--- src/hdl/timer_consts.svh ---
// Constants for the timer, PWM and capture unit
`ifndef TIMER_CONSTS_SVH
`define TIMER_CONSTS_SVH
`define CNT_W 16
`define CNT_RST 16'h0000
`define CNT_ONE 16'h0001
`define NUM_CH 8
`define NUM_PAIR 4
`define NUM_TRIG 16
`define TRIG_SEL_W 4
`define FLT_W 4
`define PSC_W 7
`define SYNC_W 27
`define SYNC_PIN_LSB 0
`define SYNC_PHB 8
`define SYNC_PHA 9
`define SYNC_EXT 10
`define SYNC_TRIG_LSB 11
`define STAT_W 9
`define STAT_OVF 8
`define MS_OFF 2'b00
`define MS_COMPARE 2'b01
`define MS_PWM 2'b10
`define MS_PULSE 2'b11
`define ELS_NONE 2'b00
`define ELS_A 2'b01
`define ELS_B 2'b10
`define ELS_AB 2'b11
`endif

--- src/hdl/timer_pkg.sv ---
// Types shared by the timer, PWM and capture unit
package timer_pkg;
  // Counter clock source select
  typedef enum logic [1:0] {
    CLK_NONE,
    CLK_SYS,
    CLK_EXT,
    CLK_TRIG
  } clk_src_type;
  // Per-channel control bits
  typedef struct packed {
    logic mode_select_b;
    logic mode_select_a;
    logic edge_level_select_b;
    logic edge_level_select_a;
    logic active_high;
    logic trig_en;
    logic init_level;
  } chan_cfg_type;
  // Quadrature decoder setup
  typedef struct packed {
    logic enable;
    logic count_dir;
    logic pha_inv;
    logic phb_inv;
  } quad_cfg_type;
endpackage : timer_pkg

--- src/hdl/timer_pwm_capture_unit.sv ---
// Timer with compare, capture, PWM and quadrature decode
//
// Summary of operation
// - Compare match drives selected channel output action
// - Dual-edge capture on pairs zero to three
// - Filter value zero bypasses the input filter
// - Quadrature decode from phase A and B
// - Polarity bit sets input and output sense
// - Trigger captures, or gates output to initial
// - Trigger zero even channels, one odd
// - Per-channel and overflow interrupt enables
// - Value register holds capture or match value
// - Channel and overflow flags, mask clearable
// - Counter counts zero up to modulo
// - Live counter readable, zero to modulo
// - Clock source selected runs, none stops
// - Eight channels numbered zero to seven
// - Edge, center and combined pair PWM
// - Level select: high-true, low-true or off
// - Pause level drives PWM-mode output when stopped
// - With pause level, only disable stops output
// - Two mode and two level bits per channel
// - Trigger select among sixteen sources
// - Phase-A/B or count-direction, phases invertible
// - Clock from system, external pin or trigger
// - Prescaler divides by one to 128
// - Compare: none, toggle, clear, set, pulses
`timescale 1ns/10ps
`include "timer_consts.svh"
module timer_pwm_capture_unit
  import timer_pkg::*;
(
  input logic clock_i,
  input logic arst_n_i,
  input clk_src_type clk_sel_i,
  input logic [2:0] prescale_i,
  input logic [`TRIG_SEL_W-1:0] trig_sel_i,
  input logic [`CNT_W-1:0] modulo_i,
  input logic center_i,
  input quad_cfg_type quad_cfg_i,
  input chan_cfg_type [`NUM_CH-1:0] chan_cfg_i,
  input logic [`NUM_PAIR-1:0] combine_i,
  input logic [`NUM_PAIR-1:0] dual_edge_i,
  input logic [`NUM_PAIR-1:0][`FLT_W-1:0] filter_i,
  input logic pause_feature_i,
  input logic [`NUM_CH-1:0] pause_level_i,
  input logic [`NUM_CH-1:0] val_wr_i,
  input logic [`CNT_W-1:0] val_wdata_i,
  input logic [`NUM_CH-1:0] chan_ie_i,
  input logic ovf_ie_i,
  input logic [`STAT_W-1:0] status_clr_i,
  input logic [`NUM_TRIG-1:0] trig_in_i,
  input logic external_counter_clock_pin,
  input logic phase_a_i,
  input logic phase_b_i,
  input logic [`NUM_CH-1:0] chan_pin_i,
  output logic [`NUM_CH-1:0] chan_out_o,
  output logic [`NUM_CH-1:0][`CNT_W-1:0] chan_val_o,
  output logic [`CNT_W-1:0] count_o,
  output logic [`STAT_W-1:0] status_o,
  output logic irq_o
);
  logic [`SYNC_W-1:0] s1_r, s2_r, s3_r;
  logic [`NUM_TRIG-1:0] trig_s, trig_p;
  logic run, src_ev, tick, cnt_step, ovf;
  logic [`PSC_W-1:0] psc_r, psc_lim;
  logic qa, qb, qa_p, qb_p, q_step, q_up;
  logic [`CNT_W-1:0] cnt_r, cnt_nxt;
  logic down_r, down_nxt;
  logic [`CNT_W-1:0] cv_r [`NUM_CH];
  logic [`NUM_CH-1:0] ch_ev;
  logic [`NUM_CH-1:0] out_r;
  logic [`STAT_W-1:0] flag_r, flag_nxt;
  logic irq_r;
  // Two-stage synchronisers, third stage only for edge detection
  always_ff @(posedge clock_i or negedge arst_n_i) begin
    if (!arst_n_i) begin
      s1_r <= '0;
      s2_r <= '0;
      s3_r <= '0;
    end else begin
      s1_r <= {trig_in_i, external_counter_clock_pin, phase_a_i,
               phase_b_i, chan_pin_i};
      s2_r <= s1_r;
      s3_r <= s2_r;
    end
  end
  assign trig_s = s2_r[`SYNC_TRIG_LSB +: `NUM_TRIG];
  assign trig_p = s3_r[`SYNC_TRIG_LSB +: `NUM_TRIG];
  assign run = (clk_sel_i != CLK_NONE);
  // Counter clock source
  // Pin clocks count their rising edges, so keep them below half rate
  always_comb begin
    unique case (clk_sel_i)
      CLK_NONE: src_ev = 1'b0;
      CLK_SYS: src_ev = 1'b1;
      CLK_EXT: src_ev = s2_r[`SYNC_EXT] & ~s3_r[`SYNC_EXT];
      CLK_TRIG: src_ev = trig_s[trig_sel_i] & ~trig_p[trig_sel_i];
    endcase
  end
  assign psc_lim = `PSC_W'((8'h01 << prescale_i) - 8'h01);
  assign tick = src_ev & (psc_r >= psc_lim); // Lowered ratio steps at once
  // Prescaler count restarts whenever the counter is stopped
  always_ff @(posedge clock_i or negedge arst_n_i) begin
    if (!arst_n_i) begin
      psc_r <= '0;
    end else if (!run || tick) begin
      psc_r <= '0;
    end else if (src_ev) begin
      psc_r <= psc_r + `PSC_W'(1);
    end
  end
  assign qa = s2_r[`SYNC_PHA] ^ quad_cfg_i.pha_inv;
  assign qb = s2_r[`SYNC_PHB] ^ quad_cfg_i.phb_inv;
  assign qa_p = s3_r[`SYNC_PHA] ^ quad_cfg_i.pha_inv;
  assign qb_p = s3_r[`SYNC_PHB] ^ quad_cfg_i.phb_inv;
  // Quadrature step and direction
  // Phase mode counts every edge (x4); encoder steps skip the prescaler
  assign q_step = quad_cfg_i.count_dir ? (qa & ~qa_p) :
                  ((qa ^ qa_p) | (qb ^ qb_p));
  assign q_up = quad_cfg_i.count_dir ? qb : (qa ^ qb_p);
  assign cnt_step = run & (quad_cfg_i.enable ? q_step : tick);
  // Up, up-down or quadrature counting
  // A modulo of zero is not guarded in up-down mode.
  always_comb begin
    cnt_nxt = cnt_r;
    down_nxt = down_r;
    ovf = 1'b0;
    if (!center_i || quad_cfg_i.enable) begin
      down_nxt = 1'b0;
    end
    if (cnt_step) begin
      if (quad_cfg_i.enable) begin
        if (q_up) begin
          if (cnt_r >= modulo_i) begin
            cnt_nxt = `CNT_RST;
            ovf = 1'b1;
          end else begin
            cnt_nxt = cnt_r + `CNT_ONE;
          end
        end else if (cnt_r == `CNT_RST) begin
          cnt_nxt = modulo_i;
          ovf = 1'b1;
        end else begin
          cnt_nxt = cnt_r - `CNT_ONE;
        end
      end else if (center_i) begin
        if (!down_r) begin
          if (cnt_r >= modulo_i) begin
            down_nxt = 1'b1;
            cnt_nxt = cnt_r - `CNT_ONE;
            ovf = 1'b1;
          end else begin
            cnt_nxt = cnt_r + `CNT_ONE;
          end
        end else if (cnt_r == `CNT_RST) begin
          down_nxt = 1'b0;
          cnt_nxt = cnt_r + `CNT_ONE;
        end else begin
          cnt_nxt = cnt_r - `CNT_ONE;
        end
      end else if (cnt_r >= modulo_i) begin
        cnt_nxt = `CNT_RST;
        ovf = 1'b1;
      end else begin
        cnt_nxt = cnt_r + `CNT_ONE;
      end
    end
  end
  always_ff @(posedge clock_i or negedge arst_n_i) begin
    if (!arst_n_i) begin
      cnt_r <= `CNT_RST;
      down_r <= 1'b0;
    end else begin
      cnt_r <= cnt_nxt;
      down_r <= down_nxt;
    end
  end
  genvar i;
  generate
    for (i = 0; i < `NUM_CH; i++) begin : g_ch
      localparam int P = i / 2;
      localparam int EVN = i & 6;
      localparam int ODD = EVN + 1;
      chan_cfg_type cfg;
      logic [1:0] ms, els;
      logic in_pol, fin, flt_r, fin_p_r, rise, fall;
      logic [`FLT_W-1:0] fcnt_r;
      logic trg, trg_rise, is_in, cap_ev, match;
      logic pwm_hi, raw, off, oc_r, out_nxt;
      assign cfg = chan_cfg_i[i];
      assign ms = {cfg.mode_select_b, cfg.mode_select_a};
      assign els = {cfg.edge_level_select_b, cfg.edge_level_select_a};
      assign in_pol = (dual_edge_i[P] ? s2_r[EVN] : s2_r[i])
                      ^ ~cfg.active_high;
      assign fin = (filter_i[P] == '0) ? in_pol : flt_r;
      // Filter needs the input stable for one cycle more than the programmed count
      always_ff @(posedge clock_i or negedge arst_n_i) begin
        if (!arst_n_i) begin
          flt_r <= 1'b0;
          fcnt_r <= '0;
          fin_p_r <= 1'b0;
        end else begin
          fin_p_r <= fin;
          if (filter_i[P] == '0 || in_pol == flt_r) begin
            flt_r <= in_pol;
            fcnt_r <= '0;
          end else if (fcnt_r >= filter_i[P]) begin
            flt_r <= in_pol;
            fcnt_r <= '0;
          end else begin
            fcnt_r <= fcnt_r + `FLT_W'(1);
          end
        end
      end
      assign rise = fin & ~fin_p_r;
      assign fall = ~fin & fin_p_r;
      assign trg = trig_s[i % 2];
      assign trg_rise = trig_s[i % 2] & ~trig_p[i % 2];
      assign is_in = (ms == `MS_OFF) && (els != `ELS_NONE);
      assign cap_ev = is_in & (cfg.trig_en ? trg_rise :
                      ((els[0] & rise) | (els[1] & fall)));
      assign match = cnt_step & (ms != `MS_OFF) & (cnt_r == cv_r[i]);
      assign ch_ev[i] = cap_ev | match;
      always_ff @(posedge clock_i or negedge arst_n_i) begin
        if (!arst_n_i) begin
          cv_r[i] <= `CNT_RST;
        end else if (cap_ev) begin
          cv_r[i] <= cnt_r;
        end else if (val_wr_i[i]) begin
          cv_r[i] <= val_wdata_i;
        end
      end
      assign chan_val_o[i] = cv_r[i];
      always_ff @(posedge clock_i or negedge arst_n_i) begin
        if (!arst_n_i) begin
          oc_r <= 1'b0;
        end else if (ms == `MS_COMPARE) begin
          if (match) begin
            unique case (els)
              `ELS_NONE: oc_r <= oc_r;
              `ELS_A: oc_r <= ~oc_r;
              `ELS_B: oc_r <= 1'b0;
              `ELS_AB: oc_r <= 1'b1;
            endcase
          end
        end else if (ms == `MS_PULSE && (els == `ELS_A || els == `ELS_B))
        begin
          // Pulse lasts one counter step, then returns to idle
          if (match) begin
            oc_r <= els[0];
          end else if (cnt_step) begin
            oc_r <= ~els[0];
          end
        end else begin
          oc_r <= cfg.init_level;
        end
      end
      assign pwm_hi = combine_i[P] ?
                      (cnt_r >= cv_r[EVN] && cnt_r < cv_r[ODD]) :
                      (cnt_r < cv_r[i]);
      always_comb begin
        off = 1'b0;
        raw = oc_r;
        if (ms == `MS_PWM) begin
          raw = els[0] ? ~pwm_hi : pwm_hi;
          off = (els == `ELS_NONE) && !pause_feature_i;
        end
      end
      // Output select, trigger gating, polarity and pause level
      always_comb begin
        if (ms == `MS_OFF || off) begin
          out_nxt = 1'b0;
        end else if (pause_feature_i && !run && ms == `MS_PWM) begin
          out_nxt = pause_level_i[i];
        end else if (cfg.trig_en && !trg) begin
          out_nxt = cfg.init_level;
        end else begin
          out_nxt = raw ^ ~cfg.active_high;
        end
      end
      // Registered channel output
      always_ff @(posedge clock_i or negedge arst_n_i) begin
        if (!arst_n_i) begin
          out_r[i] <= 1'b0;
        end else begin
          out_r[i] <= out_nxt;
        end
      end
    end
  endgenerate
  assign flag_nxt = (flag_r & ~status_clr_i) | {ovf, ch_ev};
  always_ff @(posedge clock_i or negedge arst_n_i) begin
    if (!arst_n_i) begin
      flag_r <= '0;
    end else begin
      flag_r <= flag_nxt;
    end
  end
  always_ff @(posedge clock_i or negedge arst_n_i) begin
    if (!arst_n_i) begin
      irq_r <= 1'b0;
    end else begin
      irq_r <= |(flag_nxt & {ovf_ie_i, chan_ie_i});
    end
  end
  assign chan_out_o = out_r;
  assign count_o = cnt_r;
  assign status_o = flag_r;
  assign irq_o = irq_r;
endmodule : timer_pwm_capture_unit

--- config.mk ---
export PLATFORM = sky130hd
export DESIGN_NAME = timer_pwm_capture_unit
export DESIGN_NICKNAME = d
export VERILOG_FILES = /design/src/hdl/timer_pkg.sv /design/src/hdl/timer_pwm_capture_unit.sv
export VERILOG_INCLUDE_DIRS = /design/src /design/src/hdl
export SDC_FILE = /design/constraint.sdc
export NUM_CORES = 1
export LEC_CHECK = 0
export BUFFER_PORTS_ARGS = -buffer_cell sky130_fd_sc_hd__buf_2
export CAP_MARGIN = 20
export CORE_UTILIZATION = 46
export CTS_BUF_LIST = sky130_fd_sc_hd__clkbuf_2
export DETAILED_ROUTE_END_ITERATION = 16
export PLACE_DENSITY = 0.66
export SYNTH_ARGS = -nofsm -noshare
export SYNTH_HDL_FRONTEND = slang
export SYNTH_SLANG_ARGS = --single-unit
--- constraint.sdc ---
create_clock -name clock_i -period 6.5 [get_ports clock_i]
set_input_delay 0.325 -clock clock_i [delete_from_list [all_inputs] [get_ports clock_i]]
set_output_delay 0.325 -clock clock_i [all_outputs]
set_load 0.005 [all_outputs]
==> results.md, run 1 <==
* Outcome: complete, no violations
* Worst-path cell chain: inv_1 > ha_1 > and4_1 > o21ai_0 > nor4_1 > inv_1 > a2111oi_0 > o31ai_1 > dlygate4sd3_1 > mux2_2 > dlygate4sd3_1
* # setup viols final at 0
* Pre-CTS setup slack at 2.04 ns
* Post-Syn Area at 20300 sq um
* Crit path time final at 4.85 ns
* Synth unique cells at 92
* Initial antenna violation count at 7
* Register bit total from synthesis at 299
* Fillers at 3913
* Worst Skew at 0.0578 ns
* Core ar. at 43400 sq um
* Post-synthesis sequential area ratio at 0.368
* Gpl congestion at 0.920
* Post-CTS Resized at 0
* Met1 WL at 31100 um
* Vias/cell at 5.68
* Die height at 212 um
* Vias in the first global route at 20200
* Slew @ Worst Pin at 1.13 ns
* Area of the die at 45100 sq um
* Post-synth ARST share at 1.00
* Metal2 WL at 34600 um
* Postcts setup bufs at 0
* Top cell type's share of synthesized area at 0.368
* Grt ovf at 0
* EDFF count, synth at 0
* Power, Total at 8.24 mW
* Max_cap viols at 0
* Vias at 20200
* Highest metal used: met5
* Crit path capture type: register
* Cells after Synth at 2275
* Row Count at 76
* Synth Warn # at 0
* Hold_ws at 0.123 ns
* Pwr dens at 314 nW/um^2
* Die Wd at 212 um
* Crit Path Max Fanout at 14
* CTS Hold Bufs at 279
* Final WS setup at 1.65 ns
* Post-synth top area cell: dfrtp_1
* P&R area growth vs syn at 29.2%
* Met3 routed WL at 6170 um
* Antenna viol nets, final at 0
* GRT Overall Usage at 0.334
* Clock sink total at 299
* IO buf count at 351
* First-pass GRT wire length at 115000 um
* FF/Latch Area at 7480 sq um
* Post-layout util at 0.606
* Routed len/inst at 21.0 um
* Worst path max stage delay at 0.88 ns
* Crit start category: register
* Data required, critical path at 7.50 ns
* Root buffer cell: clkbuf_2
* Final wirelength at 74800 um
* Final slew viol count at 0
* CTS tree: done
* Synth top area cells: dfrtp_1 37%, ha_1 13%, mux2i_1 6.8%, a21oi_1 5.9%, nor2_1 4.7%
* Total negative slack at 0 ns
* I/O pins at 352
* Router iterations before antenna repair at 6
* F_max at 206 MHz
* Area of the multi-input gates at 11600 sq um
* RSZ-0062 raised after global routing: false
* Drt drc at 0
* Most frequently used flop master after synthesis: dfrtp_1
* Relative slew slack at 0.242
* Critical path class: register to register
* Period utilization at 0.746
* Largest net degree at the start of global routing at 143
* Detailed Route Iter0 Violations at 1755
* VDD IR max at 185 uV
* Clock edge transition at the registers on the reported setup and hold paths at 0.13 ns
* Worst-path cell with the longest stage delay: nor4_1
* Critical Path AT at 5.85 ns
* Initial core utilization at 0.469
* CTS HTree Levels at 3
* CTS max path bufs at 3
* Min-delay worst type: primary input to register
* NumNets Final at 3308
* CTS Buf Count at 84
* P_leak at 12.9 nW
* Hold Fails Final Rpt at 0
* Syn_area_per_cell at 8.94 sq um
* Syn_nets at 2670
* DP HPWL at 53000 um
* Worst skew pair latency at 1.10 ns
* Layout cells sized above 1 at 0.190
==> stage by stage <==
stage / cell area, sq um / instances
after floorplan: 20300 / 2275
after global placement: 22700 / 3132
after detailed placement: 22700 / 3132
after CTS: 26200 / 3552
after global routing: 26300 / 3557
final: 26300 / 3560
==> critical path, delay by kind of cell (launching register included) <==
kind            cells  cell delay (ns)
compound gates      3             0.69
fa+ha+maj           1             0.41
buf+inv             4             1.65
flops               1             0.70
mux                 1             0.26
simple gates        2             1.04
==> Yosys cell counts (6+ instances only) <==
master,instances
inv_1,229
nand4_1,41
dfrtp_1,299
o22ai_1,9
xor2_1,20
buf_2,9
o21a_1,7
mux2_2,20
o31ai_1,16
o211ai_1,23
nor4_1,12
ha_1,205
nor3_1,38
a2bb2oi_1,7
a41oi_1,12
nor2b_1,27
a2111oi_0,16
buf_1,17
or3_1,17
nand2b_1,36
nor3b_1,10
and2_1,8
nand3_1,48
a21o_1,10
o221ai_1,7
a21oi_1,240
nand2_1,113
xnor2_1,54
nor2_1,256
a31oi_1,27
nand4b_1,6
mux2i_1,138
o21ai_0,73
a211oi_1,19
or2_2,7
clkbuf_1,74
a22oi_1,9
==> layout make-up <==
cell class / instances / share of cell area
multi-input combinational: 1639 / 0.442
sequential: 299 / 0.285
timing repair buffer: 660 / 0.183
inverter: 229 / 0.0327
tap: 585 / 0.0279
clock buffer: 117 / 0.0223
clock inverter: 24 / 0.00633
antenna: 7 / 0.000667
==> cells by family after synthesis <==
logic type      Yosys count  synth area share
mux                     160            0.0806
fa+ha+maj               205             0.126
buf+inv                 337            0.0651
simple gates            654             0.158
compound gates          544             0.169
xor+xnor                 76            0.0338
flops                   299             0.368
==> placed cells by master (no fill, tap or decap), types with 9 or more instances in the layout <==
master,instances
ha_1,205
dfrtp_1,299
o22ai_1,9
nor2b_1,27
a21o_1,10
nor3b_1,10
a2111oi_0,16
nor4_1,11
mux2_2,20
a22oi_1,9
nor3_1,38
buf_4,28
inv_1,229
o31ai_1,14
nor2_1,256
mux2i_1,138
dlygate4sd3_1,278
xor2_1,20
nand2_1,113
nand4_1,41
xnor2_1,54
o21ai_0,73
a41oi_1,12
nand3_1,48
nand2b_1,36
a211oi_1,19
a31oi_1,27
a21oi_1,240
or3_1,17
buf_2,350
o211ai_1,23
clkinv_1,16
clkbuf_2,117
==> flip-flops by register name, indices dropped and copies added, names as in the netlist <==
name,flops
count_o,16
s2_r,27
g_ch.oc_r,8
psc_r,7
g_ch.fcnt_r,32
s1_r,27
g_ch.flt_r,8
g_ch.fin_p_r,8
irq_o,1
down_r,1
chan_out_o,8
status_o,9
s3_r,19
chan_val_o,128
==> per-layer routing <==
layer	global-route usage	up-vias
li1	-	9404
met1	0.430	9748
met2	0.535	886
met3	0.0733	191
met4	0.151	6
met5	0	-
==> power by group <==
part / leakage (nW) / internal [mW] / switching [mW]
clock: 0.556 / 0.566 / 0.887
combinational: 8.81 / 1.76 / 2.44
sequential: 3.57 / 2.23 / 0.359
==> worst paths after layout <==
| path | start | endpoint | slack, ns | cells after the start |
|---|---|---|---|---|
| worst max register to register | count_o[0] | g_ch[3].oc_r | 1.65 | 11 |
| max in group asynchronous | arst_n_i | g_ch[1].fin_p_r | 5.15 | 4 |
| worst min register to register | s1_r[19] | s2_r[19] | 0.33 | 0 |
| worst max-delay path | count_o[0] | g_ch[3].oc_r | 1.65 | 11 |
| min in group asynchronous | arst_n_i | chan_val_o[45] | 0.41 | 4 |
| worst min-delay path | filter_i[8] | g_ch[5].fcnt_r[3] | 0.12 | 8 |
Note: power is estimated with default switching activity, not from simulation.
==> run 2, diff against run 1 <==
- clock period: 6.5 -> 5 ns (I/O delays scaled with it)
==> run 2 against run 1 <==
  * Maximum frequency up 0.49%
  * Cell area grew 1.2%
  * Sequential power increased by 41%
  * Sequential share of layout area down 0.31 points
  * Worst hold slack worse by 0.0072 ns
  * Die area unchanged
  * Clock power increased by 33%
  * Critical path type unchanged
==> results.md, run 2 (synthesis gave the netlist of run 1 again) <==
* DP HPWL at 54100 um
* Antenna viol nets, final at 0
* Clock edge transition at the registers on the reported setup and hold paths at 0.12 ns
* Row Count at 76
* F_max at 207 MHz
* Final slew viol count at 0
* Layout cells sized above 1 at 0.197
* Clock sink total at 299
* Critical path class: register to register
* Crit Path Max Fanout at 16
* Largest net degree at the start of global routing at 128
* Die Wd at 212 um
* Placed insts at 3141
* VDD IR max at 241 uV
* CTS max path bufs at 3
* Detailed Route Iter0 Violations at 1838
* Worst skew pair latency at 1.11 ns
* Power, Total at 10.9 mW
* I/O pins at 352
* Final wirelength at 75200 um
* Worst Skew at 0.118 ns
* Die height at 212 um
* Drt drc at 0
* R2R Setup Slk at 0.17 ns
* Max_cap viols at 0
* Hold Fails Final Rpt at 0
* Most frequent cells in the layout: 350 x buf_2, 296 x dlygate4sd3_1, 295 x dfrtp_1, 256 x nor2_1, 240 x a21oi_1
* Crit path time final at 4.83 ns
* Core ar. at 43400 sq um
* Gr busiest metal: met2
* IO buf count at 351
* Slew @ Worst Pin at 1.20 ns
* Router iterations before antenna repair at 7
* CTS tree: done
* Fillers at 3803
* Critical Path AT at 5.83 ns
* GR met3 Demand/Resource at 0.0694
* First-pass GRT wire length at 115000 um
* Crit start category: register
* Initial antenna violation count at 12
* Vias at 20300
* Crit path capture type: register
* P_leak at 13.1 nW
* Met1 Track Usage GR at 0.424
* CTS HTree Levels at 3
* Initial core utilization at 0.469
* P&R area growth vs syn at 30.7%
* NumNets Final at 3337
* Postcts setup bufs at 0
* Routed len/inst at 20.9 um
* # setup viols final at 0
* M2 GR Usage at 0.538
* Total negative slack at 0 ns
* Max FFs per register at 128
* GRT Overall Usage at 0.333
* Vias/cell at 5.64
* Min-delay worst type: primary input to register
* Root buffer cell: clkbuf_2
* RSZ-0062 raised after global routing: false
* Grt ovf at 0
* Period utilization at 0.965
* Pwr dens at 409 nW/um^2
* Relative slew slack at 0.195
* Outcome: complete, no violations
* Gpl congestion at 0.960
* Most common library cell in the layout ignoring fill and taps: buf_2
* Count of non-filler cells in the finished layout at 3603
* CTS Buf Count at 87
* Area of the die at 45100 sq um
* Data required, critical path at 6.00 ns
* Vias in the first global route at 20300
## run 2: timing repair
action,in CTS,in global routing
hold buffers,297,0
hold endpoints to repair,551,0
endpoints found under the setup margin,0,4
gates resized for setup,0,6
## run 2: power breakdown
| part | switching [mW] | total (mW) | internal [mW] |
|---|---|---|---|
| registers | 0.753 | 3.65 | 2.89 |
| logic | 2.94 | 5.29 | 2.35 |
| clock network | 1.18 | 1.93 | 0.752 |
## run 2: metal layers
layer | part of all wire | routed length (um) | vias to the layer above
met4 | 0.043 | 3230 | 10
li1 | - | - | 9452
met3 | 0.081 | 6080 | 190
met5 | 0.00092 | 69 | -
met2 | 0.46 | 34800 | 907
met1 | 0.41 | 31000 | 9777
## run 2: worst paths after layout
kind                             startpoint  cells after the start           endpoint
max                              count_o[9]                     12        count_o[10]
min                        pause_level_i[4]                      4      chan_out_o[4]
max reg2reg                      count_o[9]                     12        count_o[10]
min reg2reg                        s1_r[10]                      0           s2_r[10]
max in group asynchronous          arst_n_i                      4  g_ch[0].fcnt_r[0]
min in group asynchronous          arst_n_i                      4     chan_val_o[32]
## run 2: final cells by class
cell class | instances | area [sq um] | share of cell area
multi-input cells | 1639 | 11600 | 0.437
well taps | 585 | 732 | 0.0275
inverters | 229 | 860 | 0.0323
flip-flops and latches | 299 | 7490 | 0.282
clock inverters | 26 | 145 | 0.00546
diodes | 9 | 22.5 | 0.000847
clock buffers | 130 | 651 | 0.0245
repair buffers | 686 | 5060 | 0.190
## run 2: metrics by stage
step / utilization / setup WS (ns) / hold slack (ns) / instance area (sq um)
finish: 0.613 / 0.173 / 0.116 / 26600
detailed placement: 0.525 / 0.830 / 0.264 / 22800
CTS: 0.612 / 0.0363 / 0.00941 / 26500
global placement: 0.525 / 0.903 / 0.253 / 22800
global route: 0.613 / 0.0481 / 0.0821 / 26600
floorplan: - / 1.65 / -0.0456 / 20300
## run 2: critical path, stage by stage, from the launching register on
cell and delay, ns:
dfrtp_1 0.70, buf_4 0.32, or4_1 0.61, nor3_2 0.31, and2_2 0.43, buf_4 0.28, a21oi_1 0.10, dlygate4sd3_1 0.59
o21ai_0 0.09, o311a_1 0.18, dlygate4sd3_1 0.56, o31ai_1 0.06, dlygate4sd3_1 0.57
